`src/logic/flash_cmd_defines.vh`:
```
`ifndef FLASH_CMD_DEFINES_VH
`define FLASH_CMD_DEFINES_VH

// ----------------------------------------------------------------------
// Register word offsets (byte addresses on the peripheral bus)
// ----------------------------------------------------------------------
`define OFS_COMMAND_CONTROL 6'h00
`define OFS_CONFIG_CONTROL 6'h04
`define OFS_GEOMETRY_PARAMETERS 6'h08
`define OFS_IRQ_ENABLE_CLEAR 6'h0c
`define OFS_IRQ_ENABLE_SET 6'h10
`define OFS_IRQ_FLAGS 6'h14
`define OFS_CONTROLLER_STATUS 6'h18
`define OFS_TARGET_ADDRESS 6'h1c
`define OFS_REGION_LOCK_BITS 6'h20

// ----------------------------------------------------------------------
// Field positions
// ----------------------------------------------------------------------
`define CODE_MSB 6
`define CODE_LSB 0
`define KEY_MSB 15
`define KEY_LSB 8
`define IRQ_READY_BIT 0
`define IRQ_ERROR_BIT 1
`define ST_PRM_BIT 0
`define ST_LOAD_BIT 1
`define ST_PROGRAM_ERROR_FLAG_BIT 2
`define ST_LOCK_ERROR_FLAG_BIT 3
`define ST_NVME_BIT 4
`define ST_SB_BIT 8
`define ADDR_MSB 21
`define ADDR_LSB 0
`define GEO_PAGES_MSB 15
`define GEO_PAGES_LSB 0
`define GEO_PSZ_MSB 18
`define GEO_PSZ_LSB 16
`define GEO_AUXP_MSB 31
`define GEO_AUXP_LSB 20
`define LOCK_MSB 15
`define LOCK_LSB 0
`define LANE_CODE 0
`define LANE_KEY 1

// ----------------------------------------------------------------------
// Values, codes and reset contents
// ----------------------------------------------------------------------
`define KEY_VALUE 8'ha5
`define CMD_ROW_WIPE 7'h02
`define CMD_PAGE_WRITE 7'h04
`define CMD_AUX_ROW_WIPE 7'h05
`define CODE_RESET 7'h00
`define KEY_RESET 8'h00
`define CONFIG_RESET 32'h00000080
`define CONFIG_WMASK 32'h0007039e
`define ADDR_RESET 22'h000000
`define IRQ_EN_RESET 2'h0
`define WORD_ZERO 32'h00000000

`endif

```
`src/logic/flash_command_register_unit.v`:
```
`timescale 1ns/10ps
`include "flash_cmd_defines.vh"

// ----------------------------------------------------------------------
// Flash command register unit
// ----------------------------------------------------------------------
//
// Contract
// - Execute code only with key 0xa5 written.
// - Wrong key: no execution, set program error.
// - Command while busy sets program error.
// - System bus first; run when both idle.
// - Key bit zero reads one until issued.
// - Address field counts halfwords, not bytes.
// - Code 0x02 erases addressed main row.
// - Code 0x04 writes page buffer to page.
// - Code 0x05 erases addressed auxiliary row.
// - Aux erase needs clear security, user row.
// - Command code sits in bits 6:0.
// - Key in bits 15:8; reset zero.
// - 8, 16, 32-bit and partial lane access.
// - Enable-protected registers ignore writes while enabled.
// - Main row erase (0x02) of locked region skipped, lock error.
module flash_command_register_unit #(
  parameter [15:0] PAGE_COUNT = 16'h0400,
  parameter [2:0] PAGE_SIZE_CODE = 3'h3,
  parameter [11:0] AUX_PAGE_COUNT = 12'h020,
  parameter REGION_SHIFT = 12,
  parameter ROW_SHIFT = 8,
  parameter [22:0] USER_ROW_BYTE_ADDR = 23'h400000
) (
  input wire mclk,
  input wire rst_b,
  input wire ce,
  input wire psel,
  input wire penable,
  input wire pwrite,
  input wire [5:0] paddr,
  input wire [3:0] pstrb,
  input wire [31:0] pwdata,
  output reg [31:0] prdata,
  output wire pready,
  input wire module_enable,
  input wire sysbus_busy,
  input wire security_bit,
  input wire [15:0] lock_bits,
  input wire page_loaded,
  input wire flash_busy,
  input wire flash_done,
  output reg flash_start,
  output reg [6:0] flash_op,
  output reg [22:0] flash_byte_addr
);

  // --------------------------------------------------------------------
  // States of the command sequencer
  // --------------------------------------------------------------------
  localparam [2:0] ST_IDLE = 3'b001; // Nothing outstanding.
  localparam [2:0] ST_PEND = 3'b010; // Accepted, waiting for idle buses.
  localparam [2:0] ST_RUN = 3'b100;  // Handed to the array.

  // Word address compare, used by every register decode below.
  function reg_hit;
    input [5:0] a;
    input [5:0] ofs;
    begin
      reg_hit = (a[5:2] == ofs[5:2]);
    end
  endfunction

  reg [2:0] state; // Sequencer state.
  reg [6:0] cmd_code; // Command code field.
  reg [7:0] cmd_key; // Command key field as stored.
  reg [31:0] config_word; // Configuration register.
  reg [1:0] irq_en; // Interrupt enable bits.
  reg ready_flag; // No operation in progress.
  reg error_flag; // Sticky error indication.
  reg program_error_flag; // Sticky program error.
  reg lock_error_flag; // Sticky lock error.
  reg [21:0] target_addr; // Halfword address of the target.
  reg [31:0] read_value; // Combinational read mux.
  wire [31:0] merged; // Bus data merged with current contents.
  wire bus_write; // Access phase of a write.
  wire bus_setup; // Setup phase of any access.
  wire [22:0] byte_addr; // Target address in bytes.
  wire [3:0] region_idx; // Lock region of the target.
  wire region_locked; // Target region is locked.
  wire user_row; // Target lies in the user row.
  wire key_ok; // Written key equals the key value.
  wire cmd_write; // Write touching the key lane.
  wire prog_err_set; // Program error event this cycle.
  wire lock_err_set; // Lock error event this cycle.
  wire launch_ok; // Buses idle, pending command may go.
  wire w1c_flags; // Write to the flag register.
  wire w1c_status; // Write to the status register.

  // --------------------------------------------------------------------
  // Bus handshake
  // --------------------------------------------------------------------
  // Ready follows the clock enable, so a frozen block stretches the
  // transfer instead of losing it.
  assign pready = ce;
  assign bus_write = psel & penable & pwrite & ce;
  assign bus_setup = psel & ~penable & ce;

  lane_merge #(
    .LANES(4)
  ) u_lane_merge (
    .old_word(read_value),
    .new_word(pwdata),
    .lane_strb(pstrb),
    .merged(merged)
  );

  // --------------------------------------------------------------------
  // Address arithmetic
  // --------------------------------------------------------------------
  // halfword units
  assign byte_addr = {target_addr, 1'b0};
  assign region_idx = byte_addr[REGION_SHIFT +: 4];
  // A cleared lock bit marks its region as locked.
  assign region_locked = ~lock_bits[region_idx];
  assign user_row = (byte_addr >> ROW_SHIFT) == (USER_ROW_BYTE_ADDR >> ROW_SHIFT);

  // --------------------------------------------------------------------
  // Command write decode
  // --------------------------------------------------------------------
  assign cmd_write = bus_write & reg_hit(paddr, `OFS_COMMAND_CONTROL) & pstrb[`LANE_KEY];
  assign key_ok = (merged[`KEY_MSB:`KEY_LSB] == `KEY_VALUE);
  assign launch_ok = (state == ST_PEND) & ~sysbus_busy & ~flash_busy;
  assign w1c_flags = bus_write & reg_hit(paddr, `OFS_IRQ_FLAGS) & pstrb[0];
  assign w1c_status = bus_write & reg_hit(paddr, `OFS_CONTROLLER_STATUS) & pstrb[0];

  // aux row guard
  // Reserved codes are stopped at launch, never reach the array, and count as program errors.
  assign prog_err_set = (cmd_write & ~key_ok) |
                        (cmd_write & key_ok & pstrb[`LANE_CODE] & (state != ST_IDLE)) |
                        (launch_ok & (cmd_code == `CMD_AUX_ROW_WIPE) &
                         (security_bit | ~user_row)) |
                        (launch_ok & (cmd_code != `CMD_AUX_ROW_WIPE) &
                         (cmd_code != `CMD_ROW_WIPE) & (cmd_code != `CMD_PAGE_WRITE));

  assign lock_err_set = launch_ok & (cmd_code == `CMD_ROW_WIPE) & region_locked;

  // --------------------------------------------------------------------
  // Command sequencer
  // --------------------------------------------------------------------
  // A command is accepted at the write, waits for both the system bus and
  // the array to be idle, and then either launches or resolves as error.
  always @(posedge mclk or negedge rst_b) begin
    if (!rst_b) begin
      state <= ST_IDLE;
      cmd_code <= `CODE_RESET;
      cmd_key <= `KEY_RESET;
      ready_flag <= 1'b1;
      flash_start <= 1'b0;
      flash_op <= `CODE_RESET;
      flash_byte_addr <= {`ADDR_RESET, 1'b0};
    end else if (ce) begin
      flash_start <= 1'b0;
      case (state)
        ST_IDLE: begin
          if (bus_write & reg_hit(paddr, `OFS_COMMAND_CONTROL) & pstrb[`LANE_CODE]) begin
            cmd_code <= merged[`CODE_MSB:`CODE_LSB];
          end
          if (cmd_write) begin
            cmd_key <= merged[`KEY_MSB:`KEY_LSB];
          end
          // same access
          // A key alone, without the code lane, triggers nothing.
          if (cmd_write & key_ok & pstrb[`LANE_CODE]) begin
            state <= ST_PEND;
            ready_flag <= 1'b0;
          end
        end
        ST_PEND: begin
          if (launch_ok) begin
            cmd_key <= `KEY_RESET;
            if (prog_err_set | lock_err_set) begin
              state <= ST_IDLE;
              ready_flag <= 1'b1;
            end else begin
              state <= ST_RUN;
              flash_start <= 1'b1;
              flash_op <= cmd_code;
              flash_byte_addr <= byte_addr;
            end
          end
        end
        ST_RUN: begin
          if (flash_done) begin
            state <= ST_IDLE;
            ready_flag <= 1'b1;
          end
        end
        default: begin
          state <= ST_IDLE;
          ready_flag <= 1'b1;
        end
      endcase
    end
  end

  // --------------------------------------------------------------------
  // Sticky flags
  // --------------------------------------------------------------------
  // Writing one clears a flag, but an event in the same cycle wins so a
  // fault is never lost to a racing clear.
  always @(posedge mclk or negedge rst_b) begin
    if (!rst_b) begin
      program_error_flag <= 1'b0;
      lock_error_flag <= 1'b0;
      error_flag <= 1'b0;
    end else if (ce) begin
      if (prog_err_set) begin
        program_error_flag <= 1'b1;
      end else if (w1c_status & pwdata[`ST_PROGRAM_ERROR_FLAG_BIT]) begin
        program_error_flag <= 1'b0;
      end
      if (lock_err_set) begin
        lock_error_flag <= 1'b1;
      end else if (w1c_status & pwdata[`ST_LOCK_ERROR_FLAG_BIT]) begin
        lock_error_flag <= 1'b0;
      end
      if (prog_err_set | lock_err_set) begin
        error_flag <= 1'b1;
      end else if (w1c_flags & pwdata[`IRQ_ERROR_BIT]) begin
        error_flag <= 1'b0;
      end
    end
  end

  // --------------------------------------------------------------------
  // Plain read/write registers
  // --------------------------------------------------------------------
  // Configuration is enable-protected; the interrupt enables use the
  // set/clear pair so software never needs a read-modify-write.
  always @(posedge mclk or negedge rst_b) begin
    if (!rst_b) begin
      config_word <= `CONFIG_RESET;
      irq_en <= `IRQ_EN_RESET;
      target_addr <= `ADDR_RESET;
    end else if (ce) begin
      if (bus_write & reg_hit(paddr, `OFS_CONFIG_CONTROL) & ~module_enable) begin
        config_word <= merged & `CONFIG_WMASK;
      end
      if (bus_write & reg_hit(paddr, `OFS_IRQ_ENABLE_SET) & pstrb[0]) begin
        irq_en <= irq_en | pwdata[`IRQ_ERROR_BIT:`IRQ_READY_BIT];
      end
      if (bus_write & reg_hit(paddr, `OFS_IRQ_ENABLE_CLEAR) & pstrb[0]) begin
        irq_en <= irq_en & ~pwdata[`IRQ_ERROR_BIT:`IRQ_READY_BIT];
      end
      // The address may not move under a command already accepted.
      if (bus_write & reg_hit(paddr, `OFS_TARGET_ADDRESS) & (state == ST_IDLE)) begin
        target_addr <= merged[`ADDR_MSB:`ADDR_LSB];
      end
    end
  end

  // --------------------------------------------------------------------
  // Read multiplexer
  // --------------------------------------------------------------------
  // Unmapped offsets and reserved bits read as zero.
  always @* begin
    read_value = `WORD_ZERO;
    if (reg_hit(paddr, `OFS_COMMAND_CONTROL)) begin
      read_value[`CODE_MSB:`CODE_LSB] = cmd_code;
      read_value[`KEY_MSB:`KEY_LSB] = cmd_key;
      read_value[`KEY_LSB] = cmd_key[0] | (state == ST_PEND);
    end else if (reg_hit(paddr, `OFS_CONFIG_CONTROL)) begin
      read_value = config_word;
    end else if (reg_hit(paddr, `OFS_GEOMETRY_PARAMETERS)) begin
      read_value[`GEO_PAGES_MSB:`GEO_PAGES_LSB] = PAGE_COUNT;
      read_value[`GEO_PSZ_MSB:`GEO_PSZ_LSB] = PAGE_SIZE_CODE;
      read_value[`GEO_AUXP_MSB:`GEO_AUXP_LSB] = AUX_PAGE_COUNT;
    end else if (reg_hit(paddr, `OFS_IRQ_ENABLE_CLEAR) |
                 reg_hit(paddr, `OFS_IRQ_ENABLE_SET)) begin
      read_value[`IRQ_ERROR_BIT:`IRQ_READY_BIT] = irq_en;
    end else if (reg_hit(paddr, `OFS_IRQ_FLAGS)) begin
      read_value[`IRQ_READY_BIT] = ready_flag;
      read_value[`IRQ_ERROR_BIT] = error_flag;
    end else if (reg_hit(paddr, `OFS_CONTROLLER_STATUS)) begin
      read_value[`ST_LOAD_BIT] = page_loaded;
      read_value[`ST_PROGRAM_ERROR_FLAG_BIT] = program_error_flag;
      read_value[`ST_LOCK_ERROR_FLAG_BIT] = lock_error_flag;
      read_value[`ST_SB_BIT] = security_bit;
    end else if (reg_hit(paddr, `OFS_TARGET_ADDRESS)) begin
      read_value[`ADDR_MSB:`ADDR_LSB] = target_addr;
    end else if (reg_hit(paddr, `OFS_REGION_LOCK_BITS)) begin
      read_value[`LOCK_MSB:`LOCK_LSB] = lock_bits;
    end
  end

  // Read data is captured in the setup phase and holds through access.
  always @(posedge mclk or negedge rst_b) begin
    if (!rst_b) begin
      prdata <= `WORD_ZERO;
    end else if (bus_setup & ~pwrite) begin
      prdata <= read_value;
    end
  end

endmodule // flash_command_register_unit

```
`src/logic/lane_merge.v`:
```
`timescale 1ns/10ps

// ----------------------------------------------------------------------
// Byte lane merge
// ----------------------------------------------------------------------
// Builds the word a register takes after a partial write: lanes whose
// strobe is high come from the bus, the others keep the old contents.
// This is what lets 8-bit quarters and 16-bit halves be written alone.
module lane_merge #(
  parameter LANES = 4
) (
  input wire [LANES*8-1:0] old_word,
  input wire [LANES*8-1:0] new_word,
  input wire [LANES-1:0] lane_strb,
  output wire [LANES*8-1:0] merged
);

  genvar i;

  // One multiplexer per byte lane.
  generate
    for (i = 0; i < LANES; i = i + 1) begin : g_lane
      assign merged[i*8 +: 8] = lane_strb[i] ? new_word[i*8 +: 8] : old_word[i*8 +: 8];
    end
  endgenerate

endmodule // lane_merge

```
`config.mk`:
```
export PLATFORM = sky130hd
export DESIGN_NAME = flash_command_register_unit
export DESIGN_NICKNAME = d
export VERILOG_FILES = /design/src/logic/flash_command_register_unit.v /design/src/logic/lane_merge.v
export VERILOG_INCLUDE_DIRS = /design/src /design/src/logic
export SDC_FILE = /design/constraint.sdc
export NUM_CORES = 1
export LEC_CHECK = 0
export ABC_AREA = 0
export BUFFER_PORTS_ARGS = -buffer_cell sky130_fd_sc_hd__buf_2
export CAP_MARGIN = 20
export CORE_UTILIZATION = 55
export CTS_CLUSTER_DIAMETER = 150
export DETAILED_ROUTE_END_ITERATION = 16
export PLACE_DENSITY = 0.93
export REMOVE_ABC_BUFFERS = 1
export SYNTH_ARGS = -nofsm -noshare
export SYNTH_HDL_FRONTEND = slang
export SYNTH_HIERARCHICAL = 1
export SYNTH_SLANG_ARGS = --single-unit
```
`constraint.sdc`:
```
create_clock -name mclk -period 3.8 [get_ports mclk]
set_input_delay 0.57 -clock mclk [delete_from_list [all_inputs] [get_ports mclk]]
set_output_delay 0.57 -clock mclk [all_outputs]
set_load 0.05 [all_outputs]
```
# Word level (Yosys, flattened, before mapping)
# Index checks and enable logic that the tools add are counted.
[op_classes] n_lt_le_gt_ge=1 n_eq_ne=24 muxes=56 n_bitwise=56 n_reduce_logical=17
[op_table] operator="2-to-1 mux 16 bit" n=8
[op_table] operator="2-to-1 mux 20 bit" n=2
[op_table] operator="2-to-1 mux 8 bit" n=5
[op_table] operator="AND 1 bit" n=37
[op_table] operator="2-to-1 mux 26 bit" n=1
[op_table] operator="2-to-1 mux 19 bit" n=1
[op_table] operator="2-to-1 mux 1 bit" n=18
[op_table] operator="equality test 4 x 3 -> 1 bit (second input constant)" n=4
[op_table] operator="one-hot mux 8 bit (2 select lines)" n=1
[op_table] operator="equality test 15 bit (second input constant)" n=1
[op_table] operator="2-to-1 mux 3 bit" n=5
[op_table] operator="!= test 7 x 3 -> 1 bit (second input constant)" n=2
[op_table] operator="2-to-1 mux 13 bit" n=1
[op_table] operator="2-to-1 mux 6 bit" n=2
[op_table] operator="AND reduction 2 bit" n=6
[op_table] operator="AND reduction 4 bit" n=3
[op_table] operator="2-to-1 mux 10 bit" n=1
[op_table] operator="2-to-1 mux 2 bit" n=5
[op_table] operator="!= test 2 bit (second input constant)" n=5
[op_table] operator="nonzero test 2 bit" n=5
[op_table] operator="inverter 1 bit" n=9
[op_table] operator="one-hot mux 3 bit (3 select lines)" n=1
[op_table] operator="equality test 4 x 2 -> 1 bit (second input constant)" n=2
[op_table] operator="equality test 8 bit (second input constant)" n=1
[op_table] operator="21 further kinds" n=28
[totals] regBits=118 input_bits=70 out_inout_bits=64 elab_cells=168

# Logic depth before layout (Yosys ltp)
# Gate-level depths: netlist of the first run.
[depth] depth_word=27 ltp_mapped=12 mapped_depth_nobuf=10

# Hierarchy
# Netlist of the first run, hierarchy kept.
[modules_own_cells] module="flash_command_register_unit" instances=1 cells_per_inst=472 area_per_inst_um2=5405.2 seq_area_each_um2=2731.4
[modules_own_cells] module="lane_merge" instances=1 cells_per_inst=36 area_per_inst_um2=525.5 seq_area_each_um2=0.0

# Worst setup path after synthesis of the first run
# No wires, ideal clock.
[synth_timing] path_type="input to register" from="input port paddr[3]" to="register flash_byte_addr[10]" setup_ns=0.125 t_arrival_ns=3.311 required_time_ns=3.675 path_slack_ns=0.364 stages=11 path_buffers=3 path_cell_list="clkbuf_1 -> nor4b_1 -> clkbuf_1 -> a22oi_1 -> nand2_1 -> mux2_4 -> nor4bb_1 -> a31o_2 -> nand4b_4 -> buf_12 -> mux2_4"
[synth_between] elab_chain_len=26 word_cells_on_any_way=40 cone_classes="9 x eq/ne; 16 x mux; 13 x bitwise; 2 x reduce/logical"
[synth_rtl] element="start: declaration" line="flash_command_register_unit.v:38" rtl="input wire [5:0] paddr,"
[synth_rtl] element="equality test 4 bit" line="flash_command_register_unit.v:67" rtl="reg_hit = (a[5:2] == ofs[5:2]);"
[synth_rtl] element="2-to-1 mux 16 bit" line="flash_command_register_unit.v:289" rtl="end else if (reg_hit(paddr, `OFS_REGION_LOCK_BITS)) begin"
[synth_rtl] element="2-to-1 mux 16 bit" line="flash_command_register_unit.v:287" rtl="end else if (reg_hit(paddr, `OFS_TARGET_ADDRESS)) begin"
[synth_rtl] element="2-to-1 mux 16 bit" line="flash_command_register_unit.v:282" rtl="end else if (reg_hit(paddr, `OFS_CONTROLLER_STATUS)) begin"
[synth_rtl] element="2-to-1 mux 16 bit" line="flash_command_register_unit.v:279" rtl="end else if (reg_hit(paddr, `OFS_IRQ_FLAGS)) begin"
[synth_rtl] element="2-to-1 mux 16 bit" line="flash_command_register_unit.v:276" rtl="end else if (reg_hit(paddr, `OFS_IRQ_ENABLE_CLEAR) |"
[synth_rtl] element="2-to-1 mux 16 bit" line="flash_command_register_unit.v:272" rtl="end else if (reg_hit(paddr, `OFS_GEOMETRY_PARAMETERS)) begin"
[synth_rtl] element="2-to-1 mux 16 bit" line="flash_command_register_unit.v:270" rtl="end else if (reg_hit(paddr, `OFS_CONFIG_CONTROL)) begin"
[synth_rtl] element="[7 not listed]"
[synth_rtl] element="net read_value[15]" line="flash_command_register_unit.v:81" rtl="reg [31:0] read_value;"
[synth_rtl] element="2-to-1 mux 8 bit *" line="lane_merge.v:23" rtl="assign merged[i*8 +: 8] = lane_strb[i] ? new_word[i*8 +: 8] : old_word[i*8 +: 8];"
[synth_rtl] element="net merged[15]" line="flash_command_register_unit.v:82" rtl="wire [31:0] merged;"
[synth_rtl] element="equality test 8 bit (no source line) *"
[synth_rtl] element="AND 1 bit (3 in series)" line="flash_command_register_unit.v:137" rtl="(cmd_write & key_ok & pstrb[`LANE_CODE] & (state != ST_IDLE)) |"
[synth_rtl] element="OR 1 bit * (3 in series)" line="flash_command_register_unit.v:136" rtl="assign prog_err_set = (cmd_write & ~key_ok) |"
[synth_rtl] element="OR 1 bit *" line="flash_command_register_unit.v:179" rtl="if (prog_err_set | lock_err_set) begin"
[synth_rtl] element="inverter 1 bit (no source line) *"
[synth_rtl] element="AND reduction 4 bit (no source line) *"
[synth_rtl] element="end signal: assignment" line="flash_command_register_unit.v:158" rtl="flash_byte_addr <= {`ADDR_RESET, 1'b0};"
[synth_rtl] element="end signal: assignment" line="flash_command_register_unit.v:186" rtl="flash_byte_addr <= byte_addr;"
[synth_rtl] element="end: declaration" line="flash_command_register_unit.v:52" rtl="output reg [22:0] flash_byte_addr"
# Mark *: on every way through the listed nets, which the timed path passes. The rest lies on a longest branch. The select of a mux whose other input is x is not followed.
# A chain may end at the register's enable or synchronous reset.

# Worst setup path in the final report of the first run
[layout_timing] from="input port paddr[3]" to="register flash_byte_addr[21]"
[layout_between] elab_chain_len=26 word_cells_on_any_way=40 cone_classes="9 x eq/ne; 16 x mux; 13 x bitwise; 2 x reduce/logical"
[layout_rtl] element="equality test 4 bit" line="flash_command_register_unit.v:67"
[layout_rtl] element="2-to-1 mux 16 bit" line="flash_command_register_unit.v:289"
[layout_rtl] element="2-to-1 mux 16 bit" line="flash_command_register_unit.v:287"
[layout_rtl] element="2-to-1 mux 16 bit" line="flash_command_register_unit.v:282"
[layout_rtl] element="2-to-1 mux 16 bit" line="flash_command_register_unit.v:279"
[layout_rtl] element="2-to-1 mux 16 bit" line="flash_command_register_unit.v:276"
[layout_rtl] element="2-to-1 mux 16 bit" line="flash_command_register_unit.v:272"
[layout_rtl] element="2-to-1 mux 16 bit" line="flash_command_register_unit.v:270"
[layout_rtl] element="[7 not listed]"
[layout_rtl] element="net read_value[8]" line="flash_command_register_unit.v:81"
[layout_rtl] element="2-to-1 mux 8 bit *" line="lane_merge.v:23"
[layout_rtl] element="net merged[8]" line="flash_command_register_unit.v:82"
[layout_rtl] element="equality test 8 bit (no source line) *"
[layout_rtl] element="AND 1 bit (3 in series)" line="flash_command_register_unit.v:137"
[layout_rtl] element="OR 1 bit * (3 in series)" line="flash_command_register_unit.v:136"
[layout_rtl] element="OR 1 bit *" line="flash_command_register_unit.v:179"
[layout_rtl] element="inverter 1 bit (no source line) *"
[layout_rtl] element="AND reduction 4 bit (no source line) *"
# Marks and branches as above.

==> results.toml, run 1 <==
[clock_network]
h-tree-depth = 3
cts_buffers = 9
root_buffer = "clkbuf_8"
cts_tree = "built"
cts_setup_buffers = 0
hold_buffers = 0
cts.path.max_buffers = 2
cts_resized = 0
clk_latency_ns = 0.38
cts_num_sinks = 109
clkSlewWorstSetupHoldPaths_ns = 0.09

[run]
maxCapViolCount = 0

[critical_path]
crit_arrival_ns = 3.49
r2r_slack_ns = 0.60
end_kind = "flop"
crit_end = "flash_byte_addr[21]"
critPathLaunch = "paddr[3]"
path_class = "in2reg"
start_kind = "input port"
r2r-start = "target_addr[12]"
worst_r2r_endpoint = "flash_byte_addr[21]"
worst_ep_required_time_ns = 4.06
r2r_cells = 6
path_max_fanout = 11

[routing]
post_drt_wl_per_cell_um = 20.1
vias = 4424
ant_nets = 0
wirelength_um = 14900
drc = 0
drt_iter0_drc = 251
viasPerCell = 5.95
drtPass1Iterations = 6

[global_routing]
track_usage_pct = 28.4
top_usage_layer = "met2"
grt_first_pass_wirelength_um = 23800
use_met2_pct = 47.1
grt_pass1_vias = 4476
grt_antenna_before_repair = 0
grtUsageMet3_pct = 6.52
grt-ovfl-total = 0
grt_max_degree = 60
grtUsageMet1_pct = 36.6

[synth]
yosysWarnings = 6
syn-cell-area_mm2 = 0.00577
syn-mean-instance-area_um2 = 11.6
synthCells = 497

[die]
rows = 37
dieArea_mm2 = 0.0109
start_util_pct = 56.4
die_y_um = 104
num_io_pins = 134
core_mm2 = 0.0102
die_x_um = 104

[placement]
dp_hpwl_um = 11000
post-place-ws_ns = 0.210
gp_congestion = 0.942
place_area_mm2 = 0.00642
port_buffers = 110

[timing]
setup_ws_ns = 0.579
slew_headroom_pct = 37.6
fin_skew_ns = 0.00860
maxSlewViolCount = 0
setup_violations = 0
fmax_mhz = 310
rsz0062_at_grt = "no"
period_minus_slack_ns = 3.22
worstMarginPinSlew_ns = 0.931
period_share_pct = 84.8
hold_violations = 0

[layout]
fin_nets = 673
diodes = 0
drive_gt1_share_pct = 42.7
seq_area_mm2 = 0.00273
layout_commonest_cell = "buf_2"
nFillCells = 811
final_cell_mix = "buf_2, dfrtp_1, nand2_1"
fin_area_mm2 = 0.00663
multiInputGateArea_mm2 = 0.00280
syn2layout_area_growth_pct = 14.9

[power]
ir_worst_vdd_v = 0.000378
p_leak_nw = 3.51
power_density_mw_per_mm2 = 406

[hold_path]
hold_path_class = "in2async"

[outcome]
status = "complete, no violations"
## worst min path at each step
stage | endpoint | slack, ns | cells past startpoint
global route | flash_op[1] | 0.28 | 1
detailed placement | prdata[11] | 0.46 | 2
finish | cmd_code[1] | 0.22 | 1
global placement | prdata[18] | 0.46 | 2
floorplan | asynchronous set/reset pin | 0.27 | 0
CTS | flash_op[1] | 0.24 | 1
## routing by layer
metal,vias to the layer above,part of all wire [%]
met5,-,0
met4,0,2.8
met1,2167,41
met3,42,8.4
li1,1978,-
met2,237,48
## worst max-delay path, cell delays in order
cell      delay (ns)
buf_2           0.15
nor4b_2         0.72
a32o_1          0.23
a221oi_1        0.10
nor2_1          0.14
mux2_4          0.18
nor4bb_1        0.39
a31o_2          0.30
nand4b_4        0.12
buf_4           0.25
mux2_4          0.32
## sequential cells by signal, indices dropped and copies added, names as in the netlist, named ones only
| register | flops |
|---|---|
| error_flag | 1 |
| cmd_key | 8 |
| flash_op | 7 |
| state | 3 |
| prdata | 23 |
| config_word | 10 |
| flash_byte_addr | 22 |
| program_error_flag | 1 |
| ready_flag | 1 |
| flash_start | 1 |
| target_addr | 22 |
| cmd_code | 7 |
| lock_error_flag | 1 |
## power by group
part | switching [mW] | internal [mW] | total [mW]
Sequential | 0.0831 | 1.28 | 1.36
Clock | 0.378 | 0.382 | 0.760
Combinational | 0.358 | 0.217 | 0.575
Total | 0.819 | 1.87 | 2.69
## per-stage QoR
| stage | utilization, % | setup TNS, ns | hold WS (ns) | cells | power (mW) |
|---|---|---|---|---|---|
| global placement | 62.7 | 0 | 0.462 | 728 | 1.92 |
| finish | 64.8 | 0 | 0.221 | 743 | 2.69 |
| detailed placement | 62.7 | 0 | 0.461 | 728 | 1.95 |
| CTS | 64.8 | 0 | 0.240 | 743 | 2.70 |
| global route | 64.8 | 0 | 0.275 | 743 | 2.80 |
| floorplan | - | -7.76 | 0.274 | 465 | 1.73 |
## final cells by class
cell class,instances,area share (%)
Tap cell,136,2.57
Timing Repair Buffer,127,10.5
Sequential cell,109,41.2
Clock inverter,5,1.13
Multi-Input combinational cell,349,42.2
Clock buffer,10,2.08
Inverter,7,0.396
No activity file was read; power rests on OpenSTA's default activity.
==> run 2: changes to the inputs <==
Settings changed: ABC_AREA 0 to 1, CORE_UTILIZATION 55 to 49, PLACE_DENSITY 0.93 to 0.89.
Clock period 3.8 ns to 2.6 ns, I/O delays scaled along.
==> run 2 against run 1 <==
Against the previous run: power is 71% higher; critical endpoint is now flash_byte_addr[12]; critical path depth is 6 higher; via count is 18% higher; wire length hardly changed; worst hold slack worse by 0.16 ns; utilization is 4.1 points lower; register-to-register slack worse by 0.37 ns; final area is 0.96% higher; sequential share of layout area is 0.39 points lower; sequential power is 49% higher; clock-buffer cell count stayed put; sequential cell count stayed put.
==> results.toml, run 2 <==
[global_routing]
grt_pass1_vias = 4992
grt_antenna_before_repair = 0
grt-ovfl-total = 0
track_usage_pct = 26.5
grt_first_pass_wirelength_um = 23900
grt_max_degree = 110

[routing]
drc = 0
viasPerCell = 5.32
drt_iter0_drc = 508
top_layer = "met4"
drtPass1Iterations = 7
m1WireLength_um = 5990
ant_nets = 0
vias = 5241
dr_wl_met2_um = 6970
wirelength_um = 14900
post_drt_wl_per_cell_um = 15.1
wl_met3_um = 1330

[clock_network]
cts_num_sinks = 109
clkSlewWorstSetupHoldPaths_ns = 0.07
cts_buffers = 9
cts_tree = "built"
hold_buffers = 0
h-tree-depth = 3
root_buffer = "clkbuf_16"
clk_latency_ns = 0.35
cts.path.max_buffers = 2
cts_resized = 0
cts_setup_buffers = 0

[die]
core_mm2 = 0.0110
rows = 38
start_util_pct = 51.0
die_y_um = 109
num_io_pins = 134
die_x_um = 109
dieArea_mm2 = 0.0119

[placement]
dp_hpwl_um = 10400
gp_congestion = 0.881
placed_cells = 969
port_buffers = 110
post-place-ws_ns = -0.0933

[critical_path]
worst_ep_required_time_ns = 2.83
end_kind = "flop"
start_kind = "input port"
crit_arrival_ns = 2.65
critPathLaunch = "paddr[4]"
path_max_fanout = 33
r2r-start = "state[2]"
path_class = "in2reg"
r2r_slack_ns = 0.23

[power]
power_density_mw_per_mm2 = 690
p_leak_nw = 3.63
seqPwrFrac_pct = 44.0
p_clk_share_pct = 33.0
ir_worst_vdd_v = 0.000346
switchingPower_mw = 1.53
switching_share_pct = 33.2
comb_power_share_pct = 23.0
internal_power_mw = 3.08

[layout]
layout_commonest_cell = "nand2_1"
syn2layout_area_growth_pct = 18.9
finalNonFillerCells = 985
final_cell_mix = "nand2_1, buf_2, dfrtp_1"
largest_reg_flops = 23
fin_nets = 910
drive_gt1_share_pct = 25.0
regMostFlops = "prdata"
largestRegisters = "prdata (23), flash_byte_addr (22), target_addr (22)"
diodes = 0
finish.utilization_pct = 60.7

[timing]
rsz0062_at_grt = "no"
hold_violations = 0
fin_skew_ns = 0.00994
setup_violations = 0
slew_headroom_pct = 43.6
tns_ns = 0
period_minus_slack_ns = 2.42
period_share_pct = 93.0
setup_ws_ns = 0.182
fmax_mhz = 414
maxSlewViolCount = 0
worstMarginPinSlew_ns = 0.845

[hold_path]
hold_path_class = "in2async"

[synth]
yosysWarnings = 6
syn-mean-instance-area_um2 = 7.81
synthCells = 721
syn-cell-area_mm2 = 0.00563

[outcome]
status = "complete, no violations"

[run]
maxCapViolCount = 0
-- run 2: worst paths after layout --
| kind | cells after the start | endpoint |
|---|---|---|
| max in group asynchronous | 2 | asynchronous set/reset pin |
| min in group mclk | 3 | flop |
| worst max-delay path | 17 | flash_byte_addr[12] |
| worst min register to register | 2 | prdata[21] |
| worst min-delay path | 2 | flash_byte_addr[16] |
| worst max register to register | 13 | flash_byte_addr[12] |
-- run 2: layout make-up --
cell class	instances	area (µm²)
repair buffers	136	786
well taps	140	175
clock inverters	6	93.8
flip-flops and latches	109	2730
inverters	95	359
clock buffers	10	239
fillers	898	4340
multi-input cells	489	2310
-- run 2: worst max-delay path, stage by stage --
cell and delay (ns):
buf_2 0.12, inv_1 0.06, nor2_2 0.11, nand2_1 0.21, o21ai_0 0.32, o21ai_0 0.18
nand2_1 0.10, nand2_1 0.07, inv_1 0.06, nand4_1 0.07, nor2_1 0.19, a21oi_2 0.10
a21oi_4 0.16, nand3_4 0.12, buf_12 0.20, nand2_1 0.10, o21ai_2 0.06
-- run 2: through the flow --
stage          area, µm²  hold WS [ns]  total power [mW]
4_1_cts             6700         0.136              4.61
2_1_floorplan       5400        0.0944              2.77
6_report            6700        0.0609              4.62
3_3_place_gp        6360         0.457              3.08
5_1_grt             6700         0.156              4.81
3_5_place_dp        6360         0.458              3.11
-- run 2: power by group through the flow --
stage | Sequential [mW] | Clock (mW) | Combinational [mW]
global route | 2.05 | 1.60 | 1.16
global placement | 2.06 | 0 | 1.02
CTS | 2.03 | 1.53 | 1.06
detailed placement | 2.06 | 0 | 1.05
floorplan | 2.31 | 0 | 0.463
finish | 2.03 | 1.53 | 1.06
-- run 2: routing by layer --
metal / up-vias / global-route usage, %
li1: 2493 / -
met1: 2387 / 34.5
met2: 297 / 42.3
met3: 64 / 5.50
met4: 0 / 12.9
met5: - / 0
